`src/rtl/apdm_pkg.sv`:
```
package apdm_pkg;
  // First power-mode control byte: field positions
  localparam int PMA_APD_EN_BIT = 1;
  localparam int PMA_TURBO_OFF_BIT = 3;
  localparam int PMA_ARRAY_CLK_OFF_BIT = 4;
  localparam int PMA_MCELL_CLK_OFF_BIT = 5;
  localparam logic [7:0] PMA_WRITE_MASK = 8'h3a;
  // Second power-mode control byte: field positions
  localparam int PMB_WR_OFF_BIT = 2;
  localparam int PMB_RD_OFF_BIT = 3;
  localparam int PMB_PSEN_OFF_BIT = 4;
  localparam int PMB_ALE_OFF_BIT = 5;
  localparam logic [7:0] PMB_WRITE_MASK = 8'h3c;
  localparam logic [7:0] PM_RESET_VALUE = 8'h00;
  // Inactivity limit of the four-bit counter
  localparam logic [3:0] IDLE_LIMIT = 4'hf;
  // Turbo-off standby settle time
  localparam int CLK_PERIOD_NS = 20;
  localparam int TURBO_SETTLE_NS = 70;
  localparam int TURBO_SETTLE_CYCLES =
    (TURBO_SETTLE_NS + CLK_PERIOD_NS - 1) / CLK_PERIOD_NS;
  localparam logic [2:0] SETTLE_COUNT = 3'(TURBO_SETTLE_CYCLES);
  // Port pin functions, two bits per pin
  localparam logic [1:0] FUNC_MCU_IO = 2'h0;
  localparam logic [1:0] FUNC_PLD_OUT = 2'h1;
  localparam logic [1:0] FUNC_ADDR_OUT = 2'h2;
  localparam logic [1:0] FUNC_PERIPH = 2'h3;
  typedef enum logic [1:0] {
    APDM_ST_RUN = 2'b01,
    APDM_ST_DOWN = 2'b10
  } apdm_state_e;
endpackage

```
`src/rtl/apdm_idle_counter.sv`:
```
`timescale 1ns/1ps
module apdm_idle_counter (
  input wire logic clk,
  input wire logic resetn,
  input wire logic unit_enable,
  input wire logic address_strobe,
  input wire logic pld_input_clock,
  input wire logic chip_select_in_n,
  input wire logic device_reset,
  output logic power_down_flag,
  output logic [3:0] idle_count
);
  logic strobe_prev;
  logic clock_prev;
  logic strobe_edge;
  logic clock_tick;
  logic exit_cond;
  apdm_pkg::apdm_state_e state;

  assign strobe_edge = address_strobe != strobe_prev;
  // Raw pin clock, never the gated PLD copy
  assign clock_tick = pld_input_clock & ~clock_prev;
  assign exit_cond = strobe_edge | ~chip_select_in_n | device_reset;

  always_ff @(posedge clk) begin
    if (!resetn) begin
      strobe_prev <= 1'b0;
      clock_prev <= 1'b0;
    end else begin
      strobe_prev <= address_strobe;
      clock_prev <= pld_input_clock;
    end
  end

  always_ff @(posedge clk) begin
    if (!resetn) begin
      idle_count <= 4'h0;
    end else if (!unit_enable || strobe_edge || exit_cond) begin
      idle_count <= 4'h0;
    end else if (clock_tick && idle_count != apdm_pkg::IDLE_LIMIT) begin
      idle_count <= idle_count + 4'h1;
    end
  end

  // Entry needs the unit enabled, no exit condition and the fifteenth idle clock tick
  always_ff @(posedge clk) begin
    if (!resetn) begin
      state <= apdm_pkg::APDM_ST_RUN;
      power_down_flag <= 1'b0;
    end else begin
      unique case (state)
        apdm_pkg::APDM_ST_RUN: begin
          if (unit_enable && !exit_cond && clock_tick &&
              idle_count == apdm_pkg::IDLE_LIMIT - 4'h1) begin
            state <= apdm_pkg::APDM_ST_DOWN;
            power_down_flag <= 1'b1;
          end
        end
        apdm_pkg::APDM_ST_DOWN: begin
          if (exit_cond || !unit_enable) begin
            state <= apdm_pkg::APDM_ST_RUN;
            power_down_flag <= 1'b0;
          end
        end
        default: begin
          state <= apdm_pkg::APDM_ST_RUN;
          power_down_flag <= 1'b0;
        end
      endcase
    end
  end
endmodule

```
`src/rtl/apdm_power_manager.sv`:
```
`timescale 1ns/1ps
// Behaviour
// - Two external selects, one term, polarity
// - Select pin driven by term or direction
// - Memories wake only on input change
// - Fifteen idle clock periods raise power-down
// - Unit enable alone permits power-down
// - Strobe, select low, reset exit power-down
// - Power-down blocks bus, deselects memories
// - Idle counter keeps the raw clock
// - Pins keep, undefine or float by function
// - Blocking bits stop signals to logic arrays
// - Bit 3 turbo; off gives 70ns standby
// - Select low enables memories and I/O
// - Select high never blocks logic signals
// - MCU writes both control bytes any time
// - Counter idle when disabled or strobe pulsing
// - Bit 1 enables the power-down unit
// - Bits 4, 5 cut array, cell clock
// - Control bytes cleared only at power-up
module apdm_power_manager #(
  parameter int ADDR_WIDTH = 16,
  parameter int NUM_PINS = 8
) (
  input wire logic clk,
  input wire logic resetn,
  input wire logic device_reset,
  input wire logic pm_a_write,
  input wire logic pm_b_write,
  input wire logic [7:0] pm_write_data,
  output logic [7:0] power_mode_control_a,
  output logic [7:0] power_mode_control_b,
  input wire logic address_strobe,
  input wire logic pld_input_clock,
  input wire logic chip_select_in_n,
  input wire logic mcu_wr_n,
  input wire logic mcu_rd_n,
  input wire logic mcu_psen_n,
  input wire logic [ADDR_WIDTH-1:0] mcu_addr,
  input wire logic [7:0] mcu_data,
  input wire logic [1:0] ecs_term,
  input wire logic [1:0] ecs_oe_term,
  input wire logic [1:0] ecs_active_low,
  input wire logic [1:0] port_d_dir,
  input wire logic [2*NUM_PINS-1:0] pin_func,
  input wire logic [NUM_PINS-1:0] pin_out_req,
  input wire logic [NUM_PINS-1:0] pin_oe_req,
  output logic power_down_flag,
  output logic [ADDR_WIDTH-1:0] mem_addr,
  output logic [7:0] mem_data,
  output logic flash_select,
  output logic sram_select,
  output logic io_select,
  output logic mem_active,
  output logic pld_array_clock,
  output logic pld_mcell_clock,
  output logic pld_wr_n,
  output logic pld_rd_n,
  output logic pld_psen_n,
  output logic pld_strobe,
  output logic pld_turbo_on,
  output logic pld_standby,
  output logic [3:0] idle_count,
  output logic [1:0] external_select_outputs,
  output logic [1:0] external_select_oe_n,
  output logic [NUM_PINS-1:0] pin_out,
  output logic [NUM_PINS-1:0] pin_oe_n
);
  if (ADDR_WIDTH < 1 || ADDR_WIDTH > 32 || NUM_PINS < 1) begin
    $error("apdm_power_manager: unsupported parameters");
  end

  logic [3:0] next_idle_count;
  logic next_flag;
  logic unit_enable;
  logic [4:0] next_pld_in;
  logic [2:0] settle_count;

  // Control bytes; resetn is the power-up clear only
  always_ff @(posedge clk) begin
    if (!resetn) begin
      power_mode_control_a <= apdm_pkg::PM_RESET_VALUE;
      power_mode_control_b <= apdm_pkg::PM_RESET_VALUE;
    end else begin
      if (pm_a_write) begin
        power_mode_control_a <=
          pm_write_data & apdm_pkg::PMA_WRITE_MASK;
      end
      if (pm_b_write) begin
        power_mode_control_b <=
          pm_write_data & apdm_pkg::PMB_WRITE_MASK;
      end
    end
  end

  assign unit_enable =
    power_mode_control_a[apdm_pkg::PMA_APD_EN_BIT];

  apdm_idle_counter u_idle (
    .clk(clk),
    .resetn(resetn),
    .unit_enable(unit_enable),
    .address_strobe(address_strobe),
    .pld_input_clock(pld_input_clock),
    .chip_select_in_n(chip_select_in_n),
    .device_reset(device_reset),
    .power_down_flag(next_flag),
    .idle_count(next_idle_count)
  );
  assign power_down_flag = next_flag;
  assign idle_count = next_idle_count;

  // Bus to memories; held frozen in power-down so they stay quiet
  always_ff @(posedge clk) begin
    if (!resetn) begin
      mem_addr <= '0;
      mem_data <= 8'h00;
      mem_active <= 1'b0;
    end else if (!power_down_flag) begin
      mem_addr <= mcu_addr;
      mem_data <= mcu_data;
      mem_active <= (mcu_addr != mem_addr) || (mcu_data != mem_data);
    end else begin
      mem_active <= 1'b0;
    end
  end

  // Small access-time cost on first select after a high select input
  always_ff @(posedge clk) begin
    if (!resetn) begin
      flash_select <= 1'b0;
      sram_select <= 1'b0;
      io_select <= 1'b0;
    end else begin
      flash_select <= !chip_select_in_n && !power_down_flag;
      sram_select <= !chip_select_in_n && !power_down_flag;
      io_select <= !chip_select_in_n && !power_down_flag;
    end
  end

  // Logic array inputs: blocked ones hold, select input plays no part
  assign next_pld_in = {
    power_mode_control_b[apdm_pkg::PMB_WR_OFF_BIT] ? pld_wr_n : mcu_wr_n,
    power_mode_control_b[apdm_pkg::PMB_RD_OFF_BIT] ? pld_rd_n : mcu_rd_n,
    power_mode_control_b[apdm_pkg::PMB_PSEN_OFF_BIT] ? pld_psen_n
                                                     : mcu_psen_n,
    power_mode_control_b[apdm_pkg::PMB_ALE_OFF_BIT] ? pld_strobe
                                                    : address_strobe,
    power_mode_control_a[apdm_pkg::PMA_ARRAY_CLK_OFF_BIT] ? pld_array_clock
                                                          : pld_input_clock
  };

  always_ff @(posedge clk) begin
    if (!resetn) begin
      pld_wr_n <= 1'b1;
      pld_rd_n <= 1'b1;
      pld_psen_n <= 1'b1;
      pld_strobe <= 1'b0;
      pld_array_clock <= 1'b0;
      pld_mcell_clock <= 1'b0;
    end else begin
      {pld_wr_n, pld_rd_n, pld_psen_n, pld_strobe, pld_array_clock} <=
        next_pld_in;
      if (!power_mode_control_a[apdm_pkg::PMA_MCELL_CLK_OFF_BIT]) begin
        pld_mcell_clock <= pld_input_clock;
      end
    end
  end

  // Turbo off: standby once array inputs settle
  always_ff @(posedge clk) begin
    if (!resetn) begin
      settle_count <= 3'h0;
      pld_standby <= 1'b0;
      pld_turbo_on <= 1'b1;
    end else begin
      pld_turbo_on <=
        !power_mode_control_a[apdm_pkg::PMA_TURBO_OFF_BIT];
      if (next_pld_in != {pld_wr_n, pld_rd_n, pld_psen_n, pld_strobe,
                          pld_array_clock}) begin
        settle_count <= 3'h0;
        pld_standby <= 1'b0;
      end else begin
        if (settle_count != apdm_pkg::SETTLE_COUNT) begin
          settle_count <= settle_count + 3'h1;
        end
        pld_standby <= power_mode_control_a[apdm_pkg::PMA_TURBO_OFF_BIT] &&
          settle_count + 3'h1 >= apdm_pkg::SETTLE_COUNT;
      end
    end
  end

  // External selects on port D pins one and two
  always_ff @(posedge clk) begin
    if (!resetn) begin
      external_select_outputs <= 2'h0;
      external_select_oe_n <= 2'h3;
    end else begin
      external_select_outputs <= ecs_term ^ ecs_active_low;
      external_select_oe_n <= ~(ecs_oe_term | port_d_dir);
    end
  end

  // Pin behaviour during power-down; port logic stays awake
  always_ff @(posedge clk) begin
    if (!resetn) begin
      pin_out <= '0;
      pin_oe_n <= '1;
    end else begin
      for (int i = 0; i < NUM_PINS; i++) begin
        if (!power_down_flag) begin
          pin_out[i] <= pin_out_req[i];
          pin_oe_n[i] <= !pin_oe_req[i];
        end else begin
          unique case (pin_func[2*i +: 2])
            apdm_pkg::FUNC_MCU_IO, apdm_pkg::FUNC_PLD_OUT: begin
              pin_out[i] <= pin_out_req[i];
              pin_oe_n[i] <= !pin_oe_req[i];
            end
            apdm_pkg::FUNC_ADDR_OUT: begin
              pin_out[i] <= 1'b0;
              pin_oe_n[i] <= !pin_oe_req[i];
            end
            apdm_pkg::FUNC_PERIPH: begin
              pin_out[i] <= 1'b0;
              pin_oe_n[i] <= 1'b1;
            end
          endcase
        end
      end
    end
  end

  // Checks
  logic [3:0] ticks_idle;
  logic clk_prev_a;
  logic ale_prev_a;
  always_ff @(posedge clk) begin
    if (!resetn) begin
      clk_prev_a <= 1'b0;
      ale_prev_a <= 1'b0;
    end else begin
      clk_prev_a <= pld_input_clock;
      ale_prev_a <= address_strobe;
    end
  end

  property p_entry;
    @(posedge clk) disable iff (!resetn)
      $rose(power_down_flag) |-> $past(unit_enable) &&
      $past(idle_count) == 4'he;
  endproperty
  entry_needs_idle_a: assert property (p_entry)
    else $error("power-down entered before fifteen idle periods");

  strobe_exit_a: assert property (@(posedge clk) disable iff (!resetn)
    power_down_flag && address_strobe != ale_prev_a
    |=> !power_down_flag && idle_count == 4'h0)
    else $error("strobe edge did not end power-down");

  select_exit_a: assert property (@(posedge clk) disable iff (!resetn)
    !chip_select_in_n || device_reset |=> !power_down_flag)
    else $error("exit condition left power-down flag set");

  strobe_clears_a: assert property (@(posedge clk) disable iff (!resetn)
    address_strobe != ale_prev_a |=> idle_count == 4'h0)
    else $error("strobe edge did not clear counter");

  disabled_idle_a: assert property (@(posedge clk) disable iff (!resetn)
    !unit_enable |=> idle_count == 4'h0 && !power_down_flag)
    else $error("counter ran with unit disabled");

  bus_frozen_a: assert property (@(posedge clk) disable iff (!resetn)
    power_down_flag ##1 power_down_flag |-> $stable(mem_addr) &&
    $stable(mem_data) && !flash_select && !sram_select)
    else $error("bus reached memories in power-down");

  select_high_a: assert property (@(posedge clk) disable iff (!resetn)
    chip_select_in_n |=> !flash_select && !sram_select)
    else $error("memory selected with select input high");

  array_clk_cut_a: assert property (@(posedge clk) disable iff (!resetn)
    power_mode_control_a[apdm_pkg::PMA_ARRAY_CLK_OFF_BIT]
    |=> $stable(pld_array_clock))
    else $error("blocked clock reached logic array");

  ecs_drive_a: assert property (@(posedge clk) disable iff (!resetn)
    ##1 external_select_oe_n ==
    ~($past(ecs_oe_term) | $past(port_d_dir)))
    else $error("select pin enable wrong");

  periph_float_a: assert property (@(posedge clk) disable iff (!resetn)
    power_down_flag && pin_func[1:0] == apdm_pkg::FUNC_PERIPH
    |=> pin_oe_n[0])
    else $error("peripheral pin driven in power-down");

  turbo_standby_a: assert property (@(posedge clk) disable iff (!resetn)
    pld_standby |-> !pld_turbo_on && $stable({pld_wr_n, pld_rd_n,
    pld_psen_n, pld_strobe, pld_array_clock}))
    else $error("standby reported with turbo on or inputs moving");

  cover_entry_c: cover property (@(posedge clk) disable iff (!resetn)
    $rose(power_down_flag));
  cover_strobe_exit_c: cover property (@(posedge clk) disable iff (!resetn)
    power_down_flag ##1 !power_down_flag && address_strobe != ale_prev_a);
  cover_standby_c: cover property (@(posedge clk) disable iff (!resetn)
    $rose(pld_standby));
endmodule

```
`config.mk`:
```
export PLATFORM = sky130hd
export DESIGN_NAME = apdm_power_manager
export DESIGN_NICKNAME = d
export VERILOG_FILES = /design/src/rtl/apdm_pkg.sv /design/src/rtl/apdm_idle_counter.sv /design/src/rtl/apdm_power_manager.sv
export SDC_FILE = /design/constraint.sdc
export NUM_CORES = 1
export LEC_CHECK = 0
export BUFFER_PORTS_ARGS = -buffer_cell sky130_fd_sc_hd__buf_2
export CORE_ASPECT_RATIO = 2
export CORE_MARGIN = 10
export CORE_UTILIZATION = 35
export DETAILED_ROUTE_END_ITERATION = 6
export HOLD_SLACK_MARGIN = 0.03
export SYNTH_ARGS = -nofsm -noshare
export SYNTH_HDL_FRONTEND = slang
export SYNTH_HIERARCHICAL = 1
export SYNTH_SLANG_ARGS = --single-unit
```
`constraint.sdc`:
```
create_clock -name clk -period 3.13 [get_ports clk]
set_clock_uncertainty 0.15 [all_clocks]
set_input_delay 0.1565 -clock clk [delete_from_list [all_inputs] [get_ports clk]]
set_output_delay 0.1565 -clock clk [all_outputs]
set_load 0.005 [all_outputs]
```
; ---- Word level (Yosys, flattened, before mapping)
; Index checks and enable logic that the tools add are counted.
[word_totals]
ff_bits = 74
out_inout_bits = 77
elab_cells = 173
inputBits = 83
[op_classes]
eq_ne = 35
n_reduce_logical = 59
addsub = 2
order_cmp = 1
muxes = 43
bitwise_logic = 9
[op_table]
columns = cell, count
row1 = 2-bit OR reduction, 19
row2 = 2-bit equality test (second input constant), 17
row3 = 1-bit one-hot mux with 2 select lines, 17
row4 = 3-bit OR reduction, 8
row5 = 1-bit two-way mux, 23
row6 = 2-bit by 1-bit equality test with 1-bit output (second input constant), 9
row7 = 2-bit logical NOT, 8
row8 = 16-bit != test, 1
row9 = 1-bit logical NOT, 13
row10 = 8-bit != test, 1
row11 = 1-bit logical AND, 6
row12 = 5-bit != test, 1
row13 = 4-bit by 1-bit adder with 4-bit output (second input constant), 1
row14 = 4-bit equality test (second input constant), 1
row15 = 1-bit logical OR, 4
row16 = 2-bit two-way mux, 2
row17 = 2-bit by 1-bit != test with 1-bit output (second input constant), 2
row18 = 4-bit != test (second input constant), 1
row19 = 2-bit one-hot mux with 2 select lines, 1
row20 = 3-bit by 1-bit adder with 3-bit output (second input constant), 1
row21 = 3-bit >= comparator (second input constant), 1
row22 = 3-bit != test (second input constant), 1
row23 = 1-bit inverter, 3
row24 = 2-bit inverter, 1
row25 = other kinds (6), 7

; ---- Logic depth before layout (Yosys ltp)
[depth]
word_depth = 9
depth_mapped = 5
ltp_nobuf = 5

; ---- By module
; Netlist, hierarchy kept.
[modules_own_cells]
columns = module, n_inst, area_each_um2, seq_area_each_um2, cells_per_inst
row1 = apdm_power_manager, 1, 2691.3, 1301.2, 261
row2 = apdm_idle_counter, 1, 397.9, 160.2, 35

; ---- Worst setup path after synthesis
; Ideal clock, no wire load.
[synth_path]
path_kind = register to register
startpoint = register u_idle.idle_count[1]
endpoint = register u_idle.idle_count[3]
setup_slack_ns = 1.867
setup_time_ns = 0.088
t_arrival_ns = 1.025
required_time_ns = 2.892
n_path_buf = 0
path_stages_with_launch = 4
period_less_slack_ns = 1.263
path_cell_list = dfxtp_1 > ha_1 > and4b_1 > a311oi_2
[synth_between]
elab_chain_len = 2
word_cells_on_any_way = 3
classes_between = add/sub: 1 / eq/ne: 1 / reduce/logical: 1
[synth_rtl]
columns = element, line_no
row1 = from (decl), apdm_idle_counter.sv:11  ; output logic [3:0] idle_count
row2 = from (signal assigned), apdm_idle_counter.sv:41  ; idle_count <= idle_count + 4'h1;
row3 = "parallel branches: the longest is 2 deep, another holds 4-bit by 1-bit adder with 4-bit output", n/a
; Parallel ways; which one is timed is not known.
; A chain may end at the register's enable or synchronous reset.

; ---- Worst setup path after layout
[layout_path]
startpoint = register u_idle.power_down_flag
endpoint = register pin_oe_n[0]
[layout_between]
elab_chain_len = 1
[layout_rtl]
columns = element, line_no
row1 = from (decl), apdm_idle_counter.sv:10  ; output logic power_down_flag,
row2 = from (signal assigned), apdm_idle_counter.sv:49  ; power_down_flag <= 1'b0;
row3 = from (signal assigned), apdm_idle_counter.sv:56  ; power_down_flag <= 1'b1;
row4 = from (signal assigned), apdm_idle_counter.sv:62  ; power_down_flag <= 1'b0;
row5 = 1-bit two-way mux, apdm_power_manager.sv:211  ; if (!power_down_flag) begin
row6 = "to (signal, indexed assignment)", apdm_power_manager.sv:213  ; pin_oe_n[i] <= !pin_oe_req[i];
row7 = "to (signal, indexed assignment)", apdm_power_manager.sv:218  ; pin_oe_n[i] <= !pin_oe_req[i];
row8 = "to (signal, indexed assignment)", apdm_power_manager.sv:222  ; pin_oe_n[i] <= !pin_oe_req[i];
row9 = to (decl), apdm_power_manager.sv:67  ; output logic [NUM_PINS-1:0] pin_oe_n
; Every way passes these cells.

==> metrics.txt <==
HPWL Detailed 6970 um; setup violators final 0; drt pass-1 iters 4; crit path kind reg -> reg; Rows 48; Worst-Margin Slew 0.841 ns; Setup TNS Final 0 ns; gr usage total around 15%; design area 4920 sq um; CTS Sinks between 70 and 80; critical path cell sequence buf_4 > nand3_1 > nand3_1 > dlygate4sd3_1; Hold WC Path Type in -> reg; Post-Synthesis Cells 296; async set-reset flop share out of synthesis 0%; Ports 160; Worst path slowest cell dfxtp_2; most used cell, CP nand3_1; core box area ~8600 sq um; Peak VDD IR 0.329 mV; P&R area growth vs syn 59.4%; clk buf depth 2; Post-CTS Repair Setup Buffers 0; crit share post-route between 70% and 80%; area share of the largest cell type after synthesis 47.3%; Seq cells post-synth 73; Root Driver clkbuf_16; Die Y approximately 150 um; drc violations 0; H-Tree Depth 3; syn avg cell area 10.4 sq um; routability cong. 0.763; clk_lat worst skew roughly 0.33 ns; vias in the first global route around 3,200; YS warnings 6; Pwr Density 476 nW/um^2; CP endpoint kind register; Via density roughly 4.6; cell with the most instances after synthesis dfxtp_1; total grt overflow 0; Detailed Route WL 9860 um; layout cell share with drive strength beyond 1 33.5%; Bufs and invs on worst path 2; fin. max-slew vios 0; CTS clock-pin slew for the worst setup and hold paths 0.06 ns; Area after DPL 3850 sq um; sequential share of the synthesized area 47.3%; via count roughly 2,900; most frequent cells after synthesis 73 x dfxtp_1, 38 x mux2i_1, 35 x nor2b_1; Post-synth EDFFs 0; CTS tree done; Area contributors post-synth dfxtp_1 47%, mux2i_1 12%, nor2b_1 7.1%; Die X 86.4 um; WL/cell 15.8 um; CP required around 3.3 ns; DRT antenna net count 0; status complete, no violations; Die Footprint 13,200 sq um; Synth area leader dfxtp_1; Fmax ~450 MHz; initial antenna violation count 2; CP Max Fanout 29; RSZ-0062 raised after global routing no; Starting Density 35.7%; max incr delay on CP slightly below 0.9 ns; leakage roughly 2.2 nW; pin count of the biggest net entering global routing 30; Initial DRC Count 77; first-pass GRT wire length ~16,000 um; fin crit period 2.20 ns; Max-Cap Viols 0; Main synth FF type dfxtp_1; Yosys cell types 40; cts repair resizes 0; Critical Path Start Type register; crit-path leading delay family buffers and inverters; slew margin rel. 44.0%; fin nets 605; CP arrival between 2 and 2.5 ns; PortBufs 148; Num CTS Buffers 9; final hold violations 0; Syn Std Cell Area roughly 3100 sq um
[layout by cell type (no fill, tap or decap), types with 2 or more instances in the layout]
cell,synthesis,final
inv_1,3,3
clkinvlp_4,0,3
clkinv_2,0,2
a21oi_1,12,12
nand2_1,14,14
mux2i_1,38,38
buf_4,13,3
nand3_1,20,20
nor2b_1,35,35
and4b_1,3,3
o21ai_0,2,2
o22ai_1,2,2
clkbuf_16,0,9
dlygate4sd3_1,0,77
buf_2,4,148
nor4_1,4,4
nand4_1,4,4
conb_1,1,8
ha_1,4,4
xnor2_1,22,22
nand2b_1,2,2
xor2_1,11,11
and2_1,4,4
dfxtp_1,73,72
[registers in the layout, summed over array words and instances, names as in the netlist, 2 cells and up]
signal,count
pin_oe_n,8
external_select_oe_n,2
settle_count,3
pin_out,8
power_mode_control_a,4
mem_data,8
mem_addr,16
external_select_outputs,2
power_mode_control_b,4
u_idle/idle_count,4
[metrics by stage]
stage	setup WS, ns	hold slack (ns)	utilization (%)	instances	total power, W
after CTS	0.951	0.0433	56.9	623	0.00237
after global placement	1.49	0.186	44.6	530	0.00127
final	0.929	0.0455	56.9	624	0.00235
after floorplan	1.87	0.0789	-	303	0.00115
after global routing	0.783	0.0506	56.9	624	0.00246
after detailed placement	1.50	0.191	44.6	530	0.00127
[tightest hold or removal path, stage by stage]
cell and delay, ns:
buf_2 0.16, mux2i_1 0.09, nor2b_1 0.09
[layer usage]
metal | GRT usage [%] | up-vias | part of all wire, %
li1 | - | 1433 | -
met4 | 7.53 | 0 | 3.6
met5 | 0 | - | 0
met3 | 6.07 | 25 | 7.2
met1 | 14.0 | 1347 | 34
met2 | 27.1 | 93 | 55
[final cells by class]
cell class	count	area [sq um]
diodes	1	2.50
clock buffers	9	225
clock inverters	7	71.3
fillers	786	3720
inverters	3	11.3
multi-input cells	203	1490
flip-flops and latches	73	1460
well taps	100	125
repair buffers	228	1530
[what timing repair did]
item | in CTS | in global routing
setup endpoints to repair | 0 | 0
hold buffers | 77 | 0
hold endpoints to repair | 59 | 0
[path summary, 6_finish.rpt]
check,startpoint,endpoint,slack (ns),cells past startpoint
max,u_idle/power_down_flag$_SDFFE_PN0P_,pin_oe_n[0]$_SDFF_PN1_,0.93,4
min,pm_b_write,power_mode_control_b[2]$_SDFFE_PN0P_,0.05,3
max reg2reg,u_idle/power_down_flag$_SDFFE_PN0P_,pin_oe_n[0]$_SDFF_PN1_,0.93,4
min reg2reg,power_mode_control_a[3]$_SDFFE_PN0P_,pld_turbo_on$_SDFF_PN1_,0.28,1
[power by group]
part / switching [W] / leakage, nW / internal (W) / total, W
clock network: 0.000400 / 0.137 / 0.000615 / 0.00102
registers: 0.0000314 / 0.606 / 0.000976 / 0.00101
logic: 0.000128 / 1.46 / 0.000194 / 0.000322
total: 0.000560 / 2.20 / 0.00179 / 0.00235
[kinds of logic after synthesis]
group                      share of synthesized area (%)
other                                              0.121
buffers and inverters                               5.27
adders and majority gates                           1.62
xor gates and xnor gates                            9.88
DFF                                                 47.3
AOI/OAI and AO/OA                                   5.18
and+or+nand+nor                                     18.3
muxes                                               12.3
Note: power is estimated with default switching activity, not from simulation.
